$ cat config.mk
export PLATFORM = sky130hd
export DESIGN_NAME = sync_serial_audio_port
export DESIGN_NICKNAME = d
export VERILOG_FILES = /design/src/ssap_fifo.v /design/src/sync_serial_audio_port.v
export VERILOG_INCLUDE_DIRS = /design/src /design/src/src
export SDC_FILE = /design/constraint.sdc
export NUM_CORES = 1
export LEC_CHECK = 0
export BUFFER_PORTS_ARGS = -buffer_cell sky130_fd_sc_hd__buf_4
export CAP_MARGIN = 25
export CELL_PAD_IN_SITES_DETAIL_PLACEMENT = 0
export CELL_PAD_IN_SITES_GLOBAL_PLACEMENT = 2
export CORE_ASPECT_RATIO = 1.2
export CORE_MARGIN = 5
export CORE_UTILIZATION = 40
export CTS_BUF_LIST = sky130_fd_sc_hd__clkbuf_8
export DETAILED_ROUTE_END_ITERATION = 8
export GPL_TIMING_DRIVEN = 0
export HOLD_SLACK_MARGIN = 0.1
export MAX_ROUTING_LAYER = met4
export PLACE_DENSITY = 0.77
export REMOVE_ABC_BUFFERS = 1
export SYNTH_ARGS = -nofsm -noshare
export SYNTH_HDL_FRONTEND = slang
export SYNTH_SLANG_ARGS = --single-unit
$ cat constraint.sdc
create_clock -name CORE_CLK_I -period 9.1 [get_ports CORE_CLK_I]
set_clock_uncertainty 0.2 [all_clocks]
set_input_delay 2.73 -clock CORE_CLK_I [delete_from_list [all_inputs] [get_ports CORE_CLK_I]]
set_output_delay 2.73 -clock CORE_CLK_I [all_outputs]
set_load 0.05 [all_outputs]
$ cat src/sync_serial_audio_port_defines.vh
// Constants for the synchronous serial audio port
`ifndef SYNC_SERIAL_AUDIO_PORT_DEFINES_VH
`define SYNC_SERIAL_AUDIO_PORT_DEFINES_VH

// ----------------------------------------
// Data path geometry
// ----------------------------------------
`define SSAP_WORD_W 24
`define SSAP_FIFO_DEPTH 8
`define SSAP_FIFO_AW 3
`define SSAP_SLOTS 32
`define SSAP_CNT_W 5
`define SSAP_DIV_W 8

// ----------------------------------------
// Data alignment formats
// ----------------------------------------
`define SSAP_FMT_MSB 2'h0
`define SSAP_FMT_LSB 2'h1
`define SSAP_FMT_I2S 2'h2

// ----------------------------------------
// I2S operating modes
// ----------------------------------------
`define SSAP_I2S_NORMAL 2'h0
`define SSAP_I2S_MASTER 2'h1
`define SSAP_I2S_SLAVE 2'h2

// ----------------------------------------
// Frame layout and reset values
// ----------------------------------------
`define SSAP_I2S_LAST_SLOT 5'h01
`define SSAP_NORMAL_LAST_SLOT 5'h00
`define SSAP_WORD_RST 24'h000000
`define SSAP_DIV_RST 8'h00

`endif

$ cat src/ssap_fifo.v
// Eight by twenty-four bit sample FIFO with valid/ready on both sides
`timescale 1ns/1ps
`default_nettype none
`include "sync_serial_audio_port_defines.vh"

module ssap_fifo (
    input wire clk_i,
    input wire rst_i,
    input wire in_valid_i,
    input wire [`SSAP_WORD_W-1:0] in_data_i,
    output wire in_ready_o,
    output wire out_valid_o,
    output wire [`SSAP_WORD_W-1:0] out_data_o,
    input wire out_ready_i
);

    reg [`SSAP_WORD_W-1:0] mem [0:`SSAP_FIFO_DEPTH-1];
    reg [`SSAP_FIFO_AW:0] wr_ptr;
    reg [`SSAP_FIFO_AW:0] rd_ptr;
    wire push;
    wire pop;

    assign in_ready_o = (wr_ptr ^ rd_ptr) != {1'b1, {`SSAP_FIFO_AW{1'b0}}};
    assign out_valid_o = wr_ptr != rd_ptr;
    assign out_data_o = mem[rd_ptr[`SSAP_FIFO_AW-1:0]];
    assign push = in_valid_i & in_ready_o;
    assign pop = out_valid_o & out_ready_i;

    always @(posedge clk_i) begin
        if (rst_i) begin
            wr_ptr <= {(`SSAP_FIFO_AW+1){1'b0}};
            rd_ptr <= {(`SSAP_FIFO_AW+1){1'b0}};
        end else begin
            if (push) begin
                wr_ptr <= wr_ptr + 1'b1;
            end
            if (pop) begin
                rd_ptr <= rd_ptr + 1'b1;
            end
        end
    end

    always @(posedge clk_i) begin
        if (push) begin
            mem[wr_ptr[`SSAP_FIFO_AW-1:0]] <= in_data_i;
        end
    end

endmodule // ssap_fifo

`default_nettype wire

$ cat src/sync_serial_audio_port.v
// Full-duplex synchronous serial audio port with two channel FIFO sets
`timescale 1ns/1ps
`default_nettype none
`include "sync_serial_audio_port_defines.vh"

// Behaviour
// RULE1: Transmit and receive run at the same time
// RULE2: Sections run independently or share clock, sync
// RULE3: Clock and sync internal master or external slave
// RULE4: Normal mode moves one word per frame; code moves two words per frame in I2S format (last slot 1)
// RULE5: Network mode splits frame into thirty-two slots; code uses FRAME_SLOTS_I + 1 slots
// RULE6: Two transmit, two receive FIFOs, 8x24
// RULE7: Network mode uses FIFO sets as channels
// RULE8: I2S, LSB, MSB alignment; programmable word length
// RULE9: I2S mode master, slave or normal
// RULE10: I2S master forwards oversampling clock on pin
// RULE11: AC97 takes external clock, makes frame sync
// RULE12: Separate clock, sync selection per section
// RULE13: Programmable divider and per-direction slot masks
// RULE14: Masked slot: no drive, no pop, no push
module sync_serial_audio_port (
    input wire CORE_CLK_I,
    input wire RST_I,
    input wire OSC_CLK_I,
    input wire TX_EN_I,
    input wire RX_EN_I,
    input wire SYNC_MODE_I,
    input wire TX_CLK_INT_I,
    input wire TX_FS_INT_I,
    input wire RX_CLK_INT_I,
    input wire RX_FS_INT_I,
    input wire NET_MODE_I,
    input wire AC97_I,
    input wire [1:0] FORMAT_I,
    input wire [1:0] I2S_MODE_I,
    input wire [4:0] WORD_LEN_I,
    input wire [4:0] FRAME_SLOTS_I,
    input wire [7:0] CLK_DIV_I,
    input wire [31:0] TX_SLOT_MASK_I,
    input wire [31:0] RX_SLOT_MASK_I,
    input wire [23:0] TX0_DATA_I,
    input wire TX0_VALID_I,
    output wire TX0_READY_O,
    input wire [23:0] TX1_DATA_I,
    input wire TX1_VALID_I,
    output wire TX1_READY_O,
    output wire [23:0] RX0_DATA_O,
    output wire RX0_VALID_O,
    input wire RX0_READY_I,
    output wire [23:0] RX1_DATA_O,
    output wire RX1_VALID_O,
    input wire RX1_READY_I,
    input wire TX_BCLK_I,
    output reg TX_BCLK_O,
    output wire TX_BCLK_OE_N_O,
    input wire TX_FS_I,
    output reg TX_FS_O,
    output wire TX_FS_OE_N_O,
    output reg TX_DATA_O,
    output reg TX_DATA_OE_N_O,
    input wire RX_SERIAL_CLK_I,
    output wire RX_SERIAL_CLK_O,
    output wire RX_SERIAL_CLK_OE_N_O,
    input wire RX_FS_I,
    output reg RX_FS_O,
    output wire RX_FS_OE_N_O,
    input wire RX_DATA_I,
    output reg TX_UNDERRUN_O,
    output reg RX_OVERRUN_O
);

    // ----------------------------------------
    // Helpers
    // ----------------------------------------
    // Next {slot, bit} position of a frame counter
    function [9:0] step;
        input [4:0] bit_pos;
        input [4:0] slot_pos;
        input [4:0] wl;
        input [4:0] last;
        input start;
        begin
            if (start) begin
                step = 10'h000;
            end else if (bit_pos == wl) begin
                step = {(slot_pos == last) ? 5'h00 : slot_pos + 5'h01, 5'h00};
            end else begin
                step = {slot_pos, bit_pos + 5'h01};
            end
        end
    endfunction

    // Word bit carried at a bit position
    function [4:0] bit_index;
        input [4:0] bit_pos;
        input [4:0] wl;
        input lsb_first;
        begin
            bit_index = lsb_first ? bit_pos : wl - bit_pos;
        end
    endfunction

    // ----------------------------------------
    // Mode decode
    // ----------------------------------------
    wire i2s_master = I2S_MODE_I == `SSAP_I2S_MASTER;
    wire i2s_slave = I2S_MODE_I == `SSAP_I2S_SLAVE;
    wire i2s_fmt = FORMAT_I == `SSAP_FMT_I2S;
    wire lsb_first = FORMAT_I == `SSAP_FMT_LSB;
    // AC97 forces external clock, internal sync
    wire tx_clk_int = AC97_I ? 1'b0 : i2s_master ? 1'b1 : i2s_slave ? 1'b0 : TX_CLK_INT_I; // RULE11 RULE9 RULE3
    wire tx_fs_int = AC97_I ? 1'b1 : i2s_master ? 1'b1 : i2s_slave ? 1'b0 : TX_FS_INT_I; // RULE11 RULE9 RULE3
    wire rx_clk_own = AC97_I ? 1'b0 : i2s_master ? 1'b1 : i2s_slave ? 1'b0 : RX_CLK_INT_I; // RULE12
    wire rx_fs_own = AC97_I ? 1'b1 : i2s_master ? 1'b1 : i2s_slave ? 1'b0 : RX_FS_INT_I; // RULE12
    wire [4:0] last_slot = NET_MODE_I ? FRAME_SLOTS_I :
        i2s_fmt ? `SSAP_I2S_LAST_SLOT : `SSAP_NORMAL_LAST_SLOT; // RULE4 RULE5

    // ----------------------------------------
    // Internal bit clock divider
    // ----------------------------------------
    reg [7:0] div_cnt;
    wire div_hit = div_cnt == CLK_DIV_I;

    always @(posedge CORE_CLK_I) begin
        if (RST_I) begin
            div_cnt <= `SSAP_DIV_RST;
            TX_BCLK_O <= 1'b0;
        end else if (div_hit) begin
            div_cnt <= `SSAP_DIV_RST;
            TX_BCLK_O <= ~TX_BCLK_O; // RULE13
        end else begin
            div_cnt <= div_cnt + 8'h01;
        end
    end

    // ----------------------------------------
    // Bit clock edges and frame sync capture
    // ----------------------------------------
    reg tx_bclk_d;
    reg rx_bclk_d;
    reg tx_fs_prev;
    reg rx_fs_prev;
    reg tx_start;
    reg rx_start;
    wire int_rise = div_hit & ~TX_BCLK_O;
    wire int_fall = div_hit & TX_BCLK_O;
    wire tx_rise = tx_clk_int ? int_rise : TX_BCLK_I & ~tx_bclk_d; // RULE3
    wire tx_fall = tx_clk_int ? int_fall : ~TX_BCLK_I & tx_bclk_d; // RULE3
    wire rx_rise_own = rx_clk_own ? int_rise : RX_SERIAL_CLK_I & ~rx_bclk_d;
    wire rx_fall_own = rx_clk_own ? int_fall : ~RX_SERIAL_CLK_I & rx_bclk_d;
    wire rx_rise = SYNC_MODE_I ? tx_rise : rx_rise_own; // RULE2
    // I2S frames on any word select change, others on a rising sync
    wire tx_fs_ev = i2s_fmt ? TX_FS_I ^ tx_fs_prev : TX_FS_I & ~tx_fs_prev; // RULE8
    wire rx_fs_ev = i2s_fmt ? RX_FS_I ^ rx_fs_prev : RX_FS_I & ~rx_fs_prev;

    always @(posedge CORE_CLK_I) begin
        if (RST_I) begin
            tx_bclk_d <= 1'b0;
            rx_bclk_d <= 1'b0;
            tx_fs_prev <= 1'b0;
            rx_fs_prev <= 1'b0;
            tx_start <= 1'b0;
            rx_start <= 1'b0;
        end else begin
            tx_bclk_d <= TX_BCLK_I;
            rx_bclk_d <= RX_SERIAL_CLK_I;
            if (tx_rise) begin
                tx_fs_prev <= TX_FS_I;
                tx_start <= ~tx_fs_int & tx_fs_ev; // RULE3
            end else if (tx_fall) begin
                tx_start <= 1'b0;
            end
            if (rx_rise_own) begin
                rx_fs_prev <= RX_FS_I;
                rx_start <= ~rx_fs_own & rx_fs_ev; // RULE12
            end else if (rx_fall_own) begin
                rx_start <= 1'b0;
            end
        end
    end

    // ----------------------------------------
    // Frame counters and master frame sync
    // ----------------------------------------
    reg [4:0] tx_bit;
    reg [4:0] tx_slot;
    reg [4:0] rx_bit_own;
    reg [4:0] rx_slot_own;
    wire [9:0] tx_next = step(tx_bit, tx_slot, WORD_LEN_I, last_slot, tx_start);
    wire [9:0] rx_next = step(rx_bit_own, rx_slot_own, WORD_LEN_I, last_slot, rx_start);
    wire [4:0] rx_bit = SYNC_MODE_I ? tx_bit : rx_bit_own; // RULE2
    wire [4:0] rx_slot = SYNC_MODE_I ? tx_slot : rx_slot_own; // RULE2
    // Frame started since enable; a parked section never completes a word
    reg tx_live;
    reg rx_live_own;
    wire rx_live = SYNC_MODE_I ? tx_live : rx_live_own; // RULE2

    always @(posedge CORE_CLK_I) begin
        if (RST_I) begin
            tx_bit <= 5'h00;
            tx_slot <= 5'h00;
            TX_FS_O <= 1'b0;
            tx_live <= 1'b0;
        end else if (~TX_EN_I) begin
            tx_bit <= WORD_LEN_I;
            tx_slot <= last_slot;
            TX_FS_O <= 1'b0;
            tx_live <= 1'b0;
        end else if (tx_fall) begin
            tx_live <= 1'b1;
            tx_bit <= tx_next[4:0];
            tx_slot <= tx_next[9:5];
            // Early sync in the last bit; I2S word select flips there
            TX_FS_O <= i2s_fmt ? (tx_next[4:0] == WORD_LEN_I) ^ tx_next[5] :
                (tx_next[4:0] == WORD_LEN_I) & (tx_next[9:5] == last_slot); // RULE4 RULE8
        end
    end

    always @(posedge CORE_CLK_I) begin
        if (RST_I) begin
            rx_bit_own <= 5'h00;
            rx_slot_own <= 5'h00;
            RX_FS_O <= 1'b0;
            rx_live_own <= 1'b0;
        end else if (~RX_EN_I) begin
            rx_bit_own <= WORD_LEN_I;
            rx_slot_own <= last_slot;
            RX_FS_O <= 1'b0;
            rx_live_own <= 1'b0;
        end else if (rx_fall_own) begin
            rx_live_own <= 1'b1;
            rx_bit_own <= rx_next[4:0];
            rx_slot_own <= rx_next[9:5];
            RX_FS_O <= i2s_fmt ? (rx_next[4:0] == WORD_LEN_I) ^ rx_next[5] :
                (rx_next[4:0] == WORD_LEN_I) & (rx_next[9:5] == last_slot); // RULE12
        end
    end

    // ----------------------------------------
    // Pin drive
    // ----------------------------------------
    assign TX_BCLK_OE_N_O = ~tx_clk_int; // RULE3
    assign TX_FS_OE_N_O = ~tx_fs_int; // RULE3 RULE11
    assign RX_SERIAL_CLK_O = i2s_master ? OSC_CLK_I : TX_BCLK_O; // RULE10
    assign RX_SERIAL_CLK_OE_N_O = ~(i2s_master | (rx_clk_own & ~SYNC_MODE_I)); // RULE10 RULE12
    assign RX_FS_OE_N_O = ~(rx_fs_own & ~SYNC_MODE_I); // RULE12

    // ----------------------------------------
    // FIFO sets
    // ----------------------------------------
    wire [47:0] tx_in_data = {TX1_DATA_I, TX0_DATA_I};
    wire [1:0] tx_in_valid = {TX1_VALID_I, TX0_VALID_I};
    wire [1:0] tx_in_ready;
    wire [47:0] tx_out_data;
    wire [1:0] tx_out_valid;
    wire [1:0] tx_pop;
    wire [47:0] rx_out_data;
    wire [1:0] rx_out_valid;
    wire [1:0] rx_out_ready = {RX1_READY_I, RX0_READY_I};
    wire [1:0] rx_in_ready;
    wire [1:0] rx_push;
    reg [23:0] rx_word_next;

    genvar ch;
    generate
        for (ch = 0; ch < 2; ch = ch + 1) begin : g_chan
            ssap_fifo u_tx_fifo ( // RULE6
                .clk_i(CORE_CLK_I),
                .rst_i(RST_I),
                .in_valid_i(tx_in_valid[ch]),
                .in_data_i(tx_in_data[ch*24 +: 24]),
                .in_ready_o(tx_in_ready[ch]),
                .out_valid_o(tx_out_valid[ch]),
                .out_data_o(tx_out_data[ch*24 +: 24]),
                .out_ready_i(tx_pop[ch])
            );
            ssap_fifo u_rx_fifo ( // RULE6
                .clk_i(CORE_CLK_I),
                .rst_i(RST_I),
                .in_valid_i(rx_push[ch]),
                .in_data_i(rx_word_next),
                .in_ready_o(rx_in_ready[ch]),
                .out_valid_o(rx_out_valid[ch]),
                .out_data_o(rx_out_data[ch*24 +: 24]),
                .out_ready_i(rx_out_ready[ch])
            );
        end
    endgenerate

    assign TX0_READY_O = tx_in_ready[0];
    assign TX1_READY_O = tx_in_ready[1];
    assign RX0_DATA_O = rx_out_data[23:0];
    assign RX1_DATA_O = rx_out_data[47:24];
    assign RX0_VALID_O = rx_out_valid[0];
    assign RX1_VALID_O = rx_out_valid[1];

    // ----------------------------------------
    // Transmit shifter
    // ----------------------------------------
    reg [23:0] tx_word;
    wire tx_ch = NET_MODE_I & tx_next[5]; // RULE7
    wire tx_act = ~NET_MODE_I | ~TX_SLOT_MASK_I[tx_next[9:5]]; // RULE13 RULE14
    wire tx_load = TX_EN_I & tx_fall & (tx_next[4:0] == 5'h00);
    wire tx_have = tx_out_valid[tx_ch];
    wire [23:0] tx_src = tx_ch ? tx_out_data[47:24] : tx_out_data[23:0];
    wire [23:0] tx_fresh = (tx_act & tx_have) ? tx_src : `SSAP_WORD_RST;
    wire [4:0] tx_idx = bit_index(tx_next[4:0], WORD_LEN_I, lsb_first); // RULE8

    assign tx_pop = {tx_load & tx_act & tx_ch, tx_load & tx_act & ~tx_ch}; // RULE14 RULE7

    always @(posedge CORE_CLK_I) begin
        if (RST_I) begin
            tx_word <= `SSAP_WORD_RST;
            TX_DATA_O <= 1'b0;
            TX_DATA_OE_N_O <= 1'b1;
            TX_UNDERRUN_O <= 1'b0;
        end else begin
            TX_UNDERRUN_O <= tx_load & tx_act & ~tx_have;
            if (~TX_EN_I) begin
                TX_DATA_OE_N_O <= 1'b1;
            end else if (tx_fall) begin // RULE1
                TX_DATA_OE_N_O <= ~tx_act; // RULE14
                if (tx_load) begin
                    tx_word <= tx_fresh; // RULE4
                    TX_DATA_O <= tx_fresh[tx_idx];
                end else begin
                    TX_DATA_O <= tx_word[tx_idx];
                end
            end
        end
    end

    // ----------------------------------------
    // Receive shifter
    // ----------------------------------------
    reg [23:0] rx_word;
    wire rx_ch = NET_MODE_I & rx_slot[0]; // RULE7
    wire rx_act = ~NET_MODE_I | ~RX_SLOT_MASK_I[rx_slot]; // RULE13 RULE14
    wire rx_take = RX_EN_I & rx_rise & rx_act & rx_live; // RULE4
    wire rx_done = rx_take & (rx_bit == WORD_LEN_I);
    wire [4:0] rx_idx = bit_index(rx_bit, WORD_LEN_I, lsb_first); // RULE8

    always @* begin
        rx_word_next = (rx_bit == 5'h00) ? `SSAP_WORD_RST : rx_word;
        rx_word_next[rx_idx] = RX_DATA_I;
    end

    assign rx_push = {rx_done & rx_ch, rx_done & ~rx_ch}; // RULE14 RULE7

    always @(posedge CORE_CLK_I) begin
        if (RST_I) begin
            rx_word <= `SSAP_WORD_RST;
            RX_OVERRUN_O <= 1'b0;
        end else begin
            RX_OVERRUN_O <= rx_done & ~rx_in_ready[rx_ch];
            if (rx_take) begin // RULE1
                rx_word <= rx_word_next;
            end
        end
    end

endmodule // sync_serial_audio_port

`default_nettype wire

=== Yosys cells after proc, flatten, opt, wreduce, memory -nomap -nowiden ===
Memories as Yosys holds them, arrays and structs flattened. A register that Yosys moved wholly into a read port is not among the register bits.
Index checks and enable logic that the tools add are counted.

* Register bits: 123
* Bits in latches: 0
* Bits in writable memories: 768
* Bits in read-only memories: 0
* Input bits: 155
* Output and inout bits: 64
* Word-level logic and storage cells: 244
* Memories: 4

* Add/subtract/negate cells: 15
* Multipliers: 0
* Divide/modulo/power cells: 0
* Magnitude comparators: 7
* Eq/ne operators: 24
* Shifts and indexed selects: 0
* Muxes and demuxes: 82
* Bitwise operators: 72
* Reductions and logical operators: 10

{| class="wikitable"
|+ Memories
! memory !! words !! width !! read ports !! clocked after Yosys merged registers in !! wr ports !! RTL line !! source
|-
| g_chan[0].u_rx_fifo.mem || 8 || 24 || 1 || 1 || 1 || ssap_fifo.v:17 || <nowiki>reg [`SSAP_WORD_W-1:0] mem [0:`SSAP_FIFO_DEPTH-1];</nowiki>
|-
| g_chan[0].u_tx_fifo.mem || 8 || 24 || 1 || 1 || 1 || ssap_fifo.v:17 ||
|-
| g_chan[1].u_rx_fifo.mem || 8 || 24 || 1 || 1 || 1 || ssap_fifo.v:17 ||
|-
| g_chan[1].u_tx_fifo.mem || 8 || 24 || 1 || 1 || 1 || ssap_fifo.v:17 ||
|}

{| class="wikitable"
|+ Operators with widths
! cell !! count
|-
| two-way mux 5 bit || 15
|-
| two-way mux 24 bit || 3
|-
| two-way mux 1 bit || 46
|-
| equality test 5 bit || 9
|-
| two-way mux 10 bit || 4
|-
| bitwise AND 1 bit || 38
|-
| adder 4 x 1 -> 4 bit, second input constant || 8
|-
| bitwise mux 24 bit || 1
|-
| less-than comparator 5 x 6 -> 1 bit, second input constant || 4
|-
| two-way mux 3 bit || 8
|-
| NOT 1 bit || 23
|-
| adder 5 x 1 -> 5 bit, second input constant || 4
|-
| binary-select mux 1 bit (select 5 bit) || 4
|-
| inequality test 4 bit || 4
|-
| inequality test 4 bit, second input constant || 4
|-
| bitwise XOR 4 bit || 4
|-
| logical NOT 5 bit || 2
|-
| subtractor 5 bit || 2
|-
| adder 8 x 1 -> 8 bit, second input constant || 1
|-
| equality test 8 bit || 1
|-
| OR reduction 2 bit || 3
|-
| demux 1 bit (select 5 bit) || 1
|-
| greater-or-equal comparator 5 x 1 -> 1 bit, second input constant || 1
|-
| equality test 2 x 1 -> 1 bit, second input constant || 2
|-
| 9 further kinds || 18
|}

=== Depth between registers and ports, before layout ===
Gate-level depths: netlist of the first run.

* Depth in word-level cells: 16
* Mapped depth: 20
* Gate-level depth less buffers: 18

=== Hierarchy ===
From an unflattened synthesis of the first run, not the netlist that was laid out.

* Cells, all modules: 2,399
* Area, all modules: 39,673.0 µm²

{| class="wikitable"
|+ By module, submodules not included
! module !! instances !! cells each !! area an instance (µm²) !! seq. area each (µm²)
|-
| ssap_fifo at g_chan[0].u_tx_fifo ... || 2 || 362 || 7,967.6 || 5,985.7
|-
| ssap_fifo at g_chan[0].u_rx_fifo || 1 || 361 || 7,988.9 || 5,985.7
|-
| ssap_fifo at g_chan[1].u_rx_fifo || 1 || 362 || 7,963.9 || 5,985.7
|-
| sync_serial_audio_port || 1 || 952 || 7,785.0 || 1,821.7
|}

=== Worst setup path before layout of the first run ===
No wires, ideal clock.

* Path type: input-to-reg
* Start point: input port SYNC_MODE_I
* End point: memory g_chan[0].u_rx_fifo.mem[4][0] (netlist bit) (enable)
* Library setup time: 0.440 ns
* Arrival time: 7.150 ns
* Required time: 8.460 ns
* Setup slack: 1.309 ns
* Stages on the path: 12
* Buffers on the path: 3
* Cells stage by stage: buf_4 -> mux2i_2 -> buf_4 -> mux2i_1 -> mux4_2 -> mux2i_1 -> mux2i_1 -> o211ai_1 -> buf_2 -> nor4_1 -> nand2b_1 -> nor3b_1

* Word-level cells in the longest chain between the ends: 12
* Elaborated cells on any way between the ends: 19
* Classes of those cells: 1 x eq/ne; 8 x mux; 10 x bitwise

{| class="wikitable"
|+ Ends and longest elaborated chain
! element !! RTL line !! source
|-
| start, declared || sync_serial_audio_port.v:27 || <nowiki>input wire SYNC_MODE_I,</nowiki>
|-
| two-way mux 5 bit || sync_serial_audio_port.v:192 || <nowiki>wire [4:0] rx_slot = SYNC_MODE_I ? tx_slot : rx_slot_own;</nowiki>
|-
| binary-select mux 1 bit (select 5 bit) || sync_serial_audio_port.v:338 || <nowiki>wire rx_act = ~NET_MODE_I | ~RX_SLOT_MASK_I[rx_slot];</nowiki>
|-
| two-way mux 1 bit (not written as such) || sync_serial_audio_port.v:338 ||
|-
| NOT 1 bit || sync_serial_audio_port.v:338 ||
|-
| bitwise OR 1 bit || sync_serial_audio_port.v:338 ||
|-
| bitwise AND 1 bit (2 in series) || sync_serial_audio_port.v:339 || <nowiki>wire rx_take = RX_EN_I & rx_rise & rx_act & rx_live;</nowiki>
|-
| bitwise AND 1 bit || sync_serial_audio_port.v:340 || <nowiki>wire rx_done = rx_take & (rx_bit == WORD_LEN_I);</nowiki>
|-
| bitwise AND 1 bit (*) || sync_serial_audio_port.v:348 || <nowiki>assign rx_push = {rx_done & rx_ch, rx_done & ~rx_ch};</nowiki>
|-
| bitwise AND 1 bit (*) || ssap_fifo.v:26 || <nowiki>assign push = in_valid_i & in_ready_o;</nowiki>
|-
| two-way mux 1 bit (*) || ssap_fifo.v:44 || <nowiki>if (push) begin</nowiki>
|-
| two-way mux 1 bit (*) || ssap_fifo.v:45 || <nowiki>mem[wr_ptr[`SSAP_FIFO_AW-1:0]] <= in_data_i;</nowiki>
|-
| end, declared || ssap_fifo.v:17 ||
|}

Mark *: on every way between the ends. The rest lies on a longest branch, timed or not. The select of a mux whose other input is x is not followed.

=== Worst setup path after layout of the first run ===
* Start point: input port SYNC_MODE_I
* End point: memory g_chan[0].u_rx_fifo.mem[2][21] (netlist bit) (enable)

The elaborated chain is that of the path after synthesis.

==> results of run 1 <==
==> per-stage QoR <==
stage               hold slack [ns]  instances  total power (µW)    util
floorplan                    0.2277       2179              4967       -
global placement             0.2400       3657              5215  0.4297
detailed placement           0.2418       3764              5262  0.4481
CTS                          0.2504       4022              8515  0.4761
global route                 0.2718       4032              8768  0.4764
finish                       0.2503       4033              8403  0.4765
==> registers in the layout (all words and copies together) (netlist names), 5 cells and up, named ones only <==
name                     count
rx_word                     24
g_chan.u_rx_fifo.wr_ptr      8
tx_slot                      5
tx_word                     24
g_chan.u_tx_fifo.wr_ptr      8
rx_bit_own                   5
div_cnt                      8
g_chan.u_rx_fifo.mem       384
rx_slot_own                  5
g_chan.u_tx_fifo.rd_ptr      8
g_chan.u_rx_fifo.rd_ptr      8
g_chan.u_tx_fifo.mem       384
tx_bit                       5
==> how the worst max path moves through the flow <==
stage	cells past startpoint	startpoint	slack, ns	endpoint
final	14	SYNC_MODE_I	1.76	g_chan[0].u_rx_fifo.mem[2][21]
after global routing	15	SYNC_MODE_I	1.36	g_chan[0].u_rx_fifo.mem[0][21]
after CTS	15	SYNC_MODE_I	1.52	g_chan[0].u_rx_fifo.mem[2][21]
after detailed placement	14	SYNC_MODE_I	0.65	g_chan[0].u_rx_fifo.mem[2][18]
after global placement	11	SYNC_MODE_I	-3.65	g_chan[0].u_rx_fifo.mem[4][22]
after floorplan	9	SYNC_MODE_I	0.42	g_chan[0].u_rx_fifo.mem[4][0]
==> cell families (layout without fill, tap and decap cells) <==
kind of cell	Yosys count	after routing
buffers and inverters	178	620
flip-flops	903	903
adder cells (fa/ha/maj)	25	25
AO/OA/AOI/OAI	298	298
AND/OR/NAND/NOR	440	440
multiplexers	387	387
other	0	10
XOR/XNOR	90	90
==> where the power goes <==
part           internal [µW]  total (µW)  switching (µW)
registers               4520        4550            29.7
clock network           1640        3230            1600
logic                    231         619             389
==> synthesized netlist by cell type (26+ instances only) <==
library cell	instances
nor3_1	27
edfxtp_1	768
a21oi_1	66
xor2_1	37
o31ai_1	26
inv_1	35
xnor2_1	49
mux4_2	194
nand2_1	109
dfxtp_1	135
o211ai_1	35
nand3_1	39
mux2i_1	132
mux2_2	56
o21ai_0	32
clkbuf_1	89
nor2_1	134
==> worst max-delay path: stages <==
cell and delay [ns]:
buf_4 0.26, mux2i_2 0.54, buf_6 0.26, mux2i_1 0.22
mux4_2 0.25, mux2i_1 0.08, mux2i_1 0.32, o211ai_1 0.42
nor4_1 0.84, nand2b_1 0.37, nor3b_2 0.74, buf_6 0.25
buf_6 0.15, buf_6 0.16
==> final cells by class <==
class	count	share of cell area
repair buffers	326	0.06773
flip-flops and latches	903	0.5673
clock inverters	111	0.01423
well taps	1260	0.03468
clock buffers	147	0.04450
multi-input cells	1240	0.2681
diodes	10	0.0005504
inverters	36	0.002972
==> per-layer routing <==
| layer | share of wire | vias to the layer above | global-route usage |
|---|---|---|---|
| met1 | 0.38 | 11060 | 0.2195 |
| met2 | 0.53 | 608 | 0.3291 |
| met4 | 0.033 | 0 | 0.06870 |
| li1 | - | 9931 | - |
| met5 | 0 | - | - |
| met3 | 0.061 | 148 | 0.04475 |
==> impl_results.md, run 1 <==
- Run status: completed
- Count of cell types in the netlist: 97
- Top_reg_cell synth: edfxtp_1
- Pre-CTS setup slack: 0.6525 ns
- Post-placement cell area: 0.04276 mm²
- Number of synthesized flops with an enable pin: 768
- Pwr Density: 184.8 mW/mm²
- Routability cong.: 0.8187
- CTS resizes: 0
- Critical Path RT: 9.40 ns
- Adder-cell share of the synthesized area: 0.008529
- Area grow syn2layout: 18.29%
- Crit path time final: 7.344 ns
- Hold Path End: tx_word[19]
- Slew margin rel.: 0.3105
- First-pass GRT wire length: 142.9 mm
- CTS tree: built
- H-tree lvl count: 4
- CTS Sinks: 903
- Detail Placement HPWL: 66.58 mm
- Remaining antenna violation count: 0
- Xor/xnor cell area share of the yosys netlist: 0.02158
- Initial DRC count: 1,437
- # IOs: 219
- Vias in the first global route: 22,770
- Fin. max-slew vios: 0
- Sum of negative setup slack: 0 ns
- Row count: 124
- Leading cell type in the layout, fill and taps excluded: edfxtp_1
- Hold Crit Start: tx_word[19]
- CP endpoint kind: flop
- Post-synthesis mux area share: 0.1663
- Critical path arrival: 7.64 ns
- Fillcell total: 8,128
- Post-synthesis register bit count: 903
- Nets: 2,830
- Synthesized instance count: 2,321
- Final WL: 95.42 mm
- Hold crit path type: reg2reg
- Fin crit share: 0.8071
- Post-cts hold buffer count: 0
- CTS root buf: clkbuf_8
- WL per Instance: 23.66 µm
- Synth Area in Compound Gates: 0.05661
- Slew @ Worst Pin: 1.030 ns
- Multi-input logic area: 0.01219 mm²
- Crit Reg-Reg Endpoint: g_chan[0].u_rx_fifo.mem[2][21]
- Startpoint types: input port
- Post-synthesis sequential area ratio: 0.6703
- Setup CP Type: in2reg
- Worst reg2reg setup slack: 3.55 ns
- Largest net degree at the start of global routing: 76
- Top post-synthesis cells by area: edfxtp_1 (60%), mux4_2 (11%), dfxtp_1 (7.0%), mux2i_1 (3.4%), mux2_2 (1.6%)
- Clk buf depth: 3
- Post CTS Setup Buffer Count: 0
- Total gr overflow: 0
- Peak supply drop: 148.7 µV
- Number of CTS-inserted buffers: 143
- Design Area, Final: 0.04546 mm²
- Largest family of logic cells by synthesized area: multiplexers
- Initial antenna violation count: 9
- Layout cells sized above 1: 0.3149
- Final setup viols: 0
- Number of I/O port buffers: 218
- Final Hold Fails: 0
- Simple logic cell fraction of the synthesized area: 0.05638
- Pre-antenna DRT Iters: 5
- Synth Cell Area: 0.03844 mm²
- Pleak: 0.01636 µW
- Die ar.: 0.1024 mm²
- Fmax: 136.2 MHz
- Average cell area after synthesis: 16.56 µm²
- Clock-pin transition on the worst setup and hold timing paths: 0.06 ns
- Chip Width: 293.0 µm
- Crit-path max FO: 14
- Maxcap violations: 0
- R2r worst-path depth: 13
- Vias/cell: 5.391
- Cell taking the most area after synthesis: edfxtp_1
- Asr flop ratio synth: 0
- Routed via count: 21,740
- Final WS setup: 1.756 ns
- Register Area: 0.02579 mm²
- Share of the synthesized area in the top cell type: 0.6000
- RSZ-0062 raised after global routing: no
- Core footprint: 0.09542 mm²
- Ys Warns: 0
- Hold path cells: 2
- Commonest cells after routing, fill and taps aside: edfxtp_1 (768), buf_4 (237), mux4_2 (194), clkbuf_8 (147), mux2i_1 (132)
- Die height: 349.6 µm
- Starting Density: 0.4028
- Critical R2R Launch: tx_slot[1]
- Worst-Skew Late Latency: 0.81 ns
- Drt drc: 0
- Overall routing resource usage: 0.1910
Note: power is estimated with default switching activity, not from simulation.
==> run 2, diff against run 1 <==
clock period = 7.1 ns   (was 9.1 ns; I/O delays follow)
==> impl_results.md, run 2 (synthesis gave the netlist of run 1 again) <==
- WL per Instance: 23.66 µm (about the same)
- Commonest cells after routing, fill and taps aside: edfxtp_1 (768), buf_4 (237), mux4_2 (194), clkbuf_8 (147), mux2i_1 (132) (unchanged)
- Clock-pin transition on the worst setup and hold timing paths: 0.06 ns (about the same)
- Number of CTS-inserted buffers: 143 (unchanged)
- Routability cong.: 0.8187 (unchanged)
- Overall routing resource usage: 0.1910 (unchanged)
- Worst path slowest cell: nor3b_2 (was nor4_1)
- Nets: 2,830 (unchanged)
- CTS root buf: clkbuf_8 (unchanged)
- Chip Width: 293.0 µm (unchanged)
- Row count: 124 (unchanged)
- Vias in the first global route: 22,770 (unchanged)
- Slew margin rel.: 0.3033 (was 0.3105)
- Worst-Skew Late Latency: 0.81 ns (about the same)
- Hold Path End: tx_word[19] (unchanged)
- Crit Reg-Reg Endpoint: g_chan[1].u_rx_fifo.mem[5][2] (was g_chan[0].u_rx_fifo.mem[2][21])
- CP endpoint kind: flop (unchanged)
- Placed insts: 3,764 (unchanged)
- Post-cts hold buffer count: 0 (unchanged)
- Fin. max-slew vios: 0 (unchanged)
- Non-filler cells, final: 4,033 (unchanged)
- CP peak stage delay: 0.89 ns (was 0.84 ns)
- Final WL: 95.43 mm (was 95.42 mm)
- Crit-path most repeated cell: mux2i_1 (was buf_6)
- Area grow syn2layout: 18.30% (was 18.29%)
- Die ar.: 0.1024 mm² (unchanged)
- Fmax: 154.5 MHz
- First-pass GRT wire length: 142.9 mm (unchanged)
- Slew @ Worst Pin: 1.041 ns (was 1.030 ns)
- Pre-antenna DRT Iters: 5 (unchanged)
- Critical path arrival: 6.77 ns (was 7.64 ns)
- Cell-internal power: 8189 µW (was 6389 µW)
- Fillcell total: 8,126 (was 8,128)
- Worst reg2reg setup slack: 1.81 ns (was 3.55 ns)
- Final setup viols: 0 (unchanged)
- Drt drc: 0 (unchanged)
- Leading cell type in the layout, fill and taps excluded: edfxtp_1 (unchanged)
- Remaining antenna violation count: 0 (unchanged)
- Number of I/O port buffers: 218 (unchanged)
- Initial antenna violation count: 9 (unchanged)
- Clk buf depth: 3 (unchanged)
- Run status: completed (unchanged)
- WP buf/inv: 4 (was 5)
- Vias/cell: 5.388 (was 5.391)
- Pwr Density: 236.9 mW/mm² (was 184.8 mW/mm²)
- Comb power frac: 0.074 (about the same)
- Crit path launch: SYNC_MODE_I (unchanged)
- Maxcap violations: 0 (unchanged)
- Crit-path max FO: 14 (unchanged)
- R2r worst-path depth: 12 (was 13)
- Initial DRC count: 1,431 (was 1,437)
- Starting Density: 0.4028 (unchanged)
- Critical R2R Launch: tx_slot[1] (unchanged)
- Sequential Power Share: 0.542 (about the same)
- Fin crit share: 0.9118
- Hold crit path type: reg2reg (unchanged)
- RSZ-0062 raised after global routing: no (unchanged)
- Die height: 349.6 µm (unchanged)
- Setup CP Type: in2reg (unchanged)
- Pleak: 0.01636 µW (about the same)
- Peak supply drop: 190.5 µV (was 148.7 µV)
- CTS Sinks: 903 (unchanged)
- Worst-path cell chain: buf_4 -> mux2i_2 -> buf_6 -> mux2i_1 -> mux4_2 -> mux2i_1 -> mux2i_1 -> o211ai_1 -> nor4_2 -> nand2_1 -> nor3b_2 -> buf_6 -> buf_8 (was buf_4 -> mux2i_2 -> buf_6 -> mux2i_1 -> mux4_2 -> mux2i_1 -> mux2i_1 -> o211ai_1 -> nor4_1 -> nand2b_1 -> nor3b_2 -> buf_6 -> buf_6 -> buf_6)
- Psw: 2581 µW (was 2014 µW)
- Startpoint types: input port (unchanged)
- Hold Crit Start: tx_word[19] (unchanged)
- Core footprint: 0.09542 mm² (unchanged)
- Layout cells sized above 1: 0.3152 (was 0.3149)
- Clk network pwr share: 0.384 (was 0.385)
- Total gr overflow: 0 (unchanged)
- Final Hold Fails: 0 (unchanged)
- Sw Share: 0.2397 (about the same)
- Detail Placement HPWL: 66.58 mm (unchanged)
- Crit path time final: 6.474 ns
- Hold path cells: 2 (unchanged)
- Routed via count: 21,730 (was 21,740)
- H-tree lvl count: 4 (unchanged)
- # IOs: 219 (unchanged)
- CP delay by family, top: simple AND/OR/NAND/NOR gates (unchanged)
- Critical Path RT: 7.39 ns (was 9.40 ns)
- Largest net degree at the start of global routing: 76 (unchanged)
- CTS tree: built (unchanged)
- Sum of negative setup slack: 0 ns (unchanged)
## run 2: cell count changes in the layout (fill, tap and decap cells not counted)
cell	previous run	this run
nor4_2	1	2
nor4_1	9	8
## run 2: worst register-to-register path: cells and delay by family (launching register included)
| kind | cells | cell delay (ns) |
|---|---|---|
| multiplexers | 5 | 1.39 |
| flip-flops | 1 | 0.46 |
| buffers and inverters | 3 | 0.71 |
| AO/OA/AOI/OAI | 1 | 0.44 |
| AND/OR/NAND/NOR | 3 | 1.80 |
## run 2: power by group through the flow
stage | Sequential, µW | Clock, µW | Combinational [µW]
finish | 5830 | 4140 | 796
global route | 5840 | 4540 | 863
CTS | 5830 | 4280 | 802
detailed placement | 5950 | 0 | 798
global placement | 5950 | 0 | 732
floorplan | 5940 | 0 | 425
## run 2: layer usage
layer  vias up  track usage  share of wire
met1     11030       0.2195           0.38
met2       623       0.3291           0.53
met5         -            -              0
met4         0      0.06870          0.032
li1       9931            -              -
met3       148      0.04475          0.061
## run 2: metrics by stage
step           worst slack (ns)  total power [µW]    util  instance area [µm²]  hold WS (ns)
3_5_place_dp            -0.7475              6744  0.4481                42760        0.2418
2_1_floorplan           -0.9803              6366       -                37790        0.2277
6_report                 0.6265             10770  0.4765                45470        0.2480
3_3_place_gp             -5.053              6683  0.4297                41000        0.2400
4_1_cts                  0.1163             10910  0.4761                45430        0.2504
5_1_grt                  0.2880             11240  0.4765                45470        0.2718
## run 2: how the worst max path moves through the flow
stage / to / depth (start not counted)
6_report: g_chan[1].u_rx_fifo.mem[5][2] / 13
3_5_place_dp: g_chan[0].u_rx_fifo.mem[2][18] / 14
4_1_cts: g_chan[0].u_rx_fifo.mem[2][21] / 15
5_1_grt: g_chan[0].u_rx_fifo.mem[0][21] / 15
3_3_place_gp: g_chan[0].u_rx_fifo.mem[4][22] / 11
2_1_floorplan: g_chan[0].u_rx_fifo.mem[4][0] / 9
## run 2: final cells by class
type                       instances  area (µm²)  share of cell area
inverter                          36       135.1            0.002972
clock buffer                     147        2023             0.04450
tap                             1260        1577             0.03467
sequential                       903       25790              0.5672
antenna                           10       25.02           0.0005503
clock inverter                   111       646.9             0.01423
timing repair buffer             326        3079             0.06772
multi-input combinational       1240       12190              0.2682
## run 2: repair_timing
item,CTS,global route
setup endpoints to repair,0,17
resized for setup,0,1
hold endpoints to repair,0,0
buffers inserted,0,0
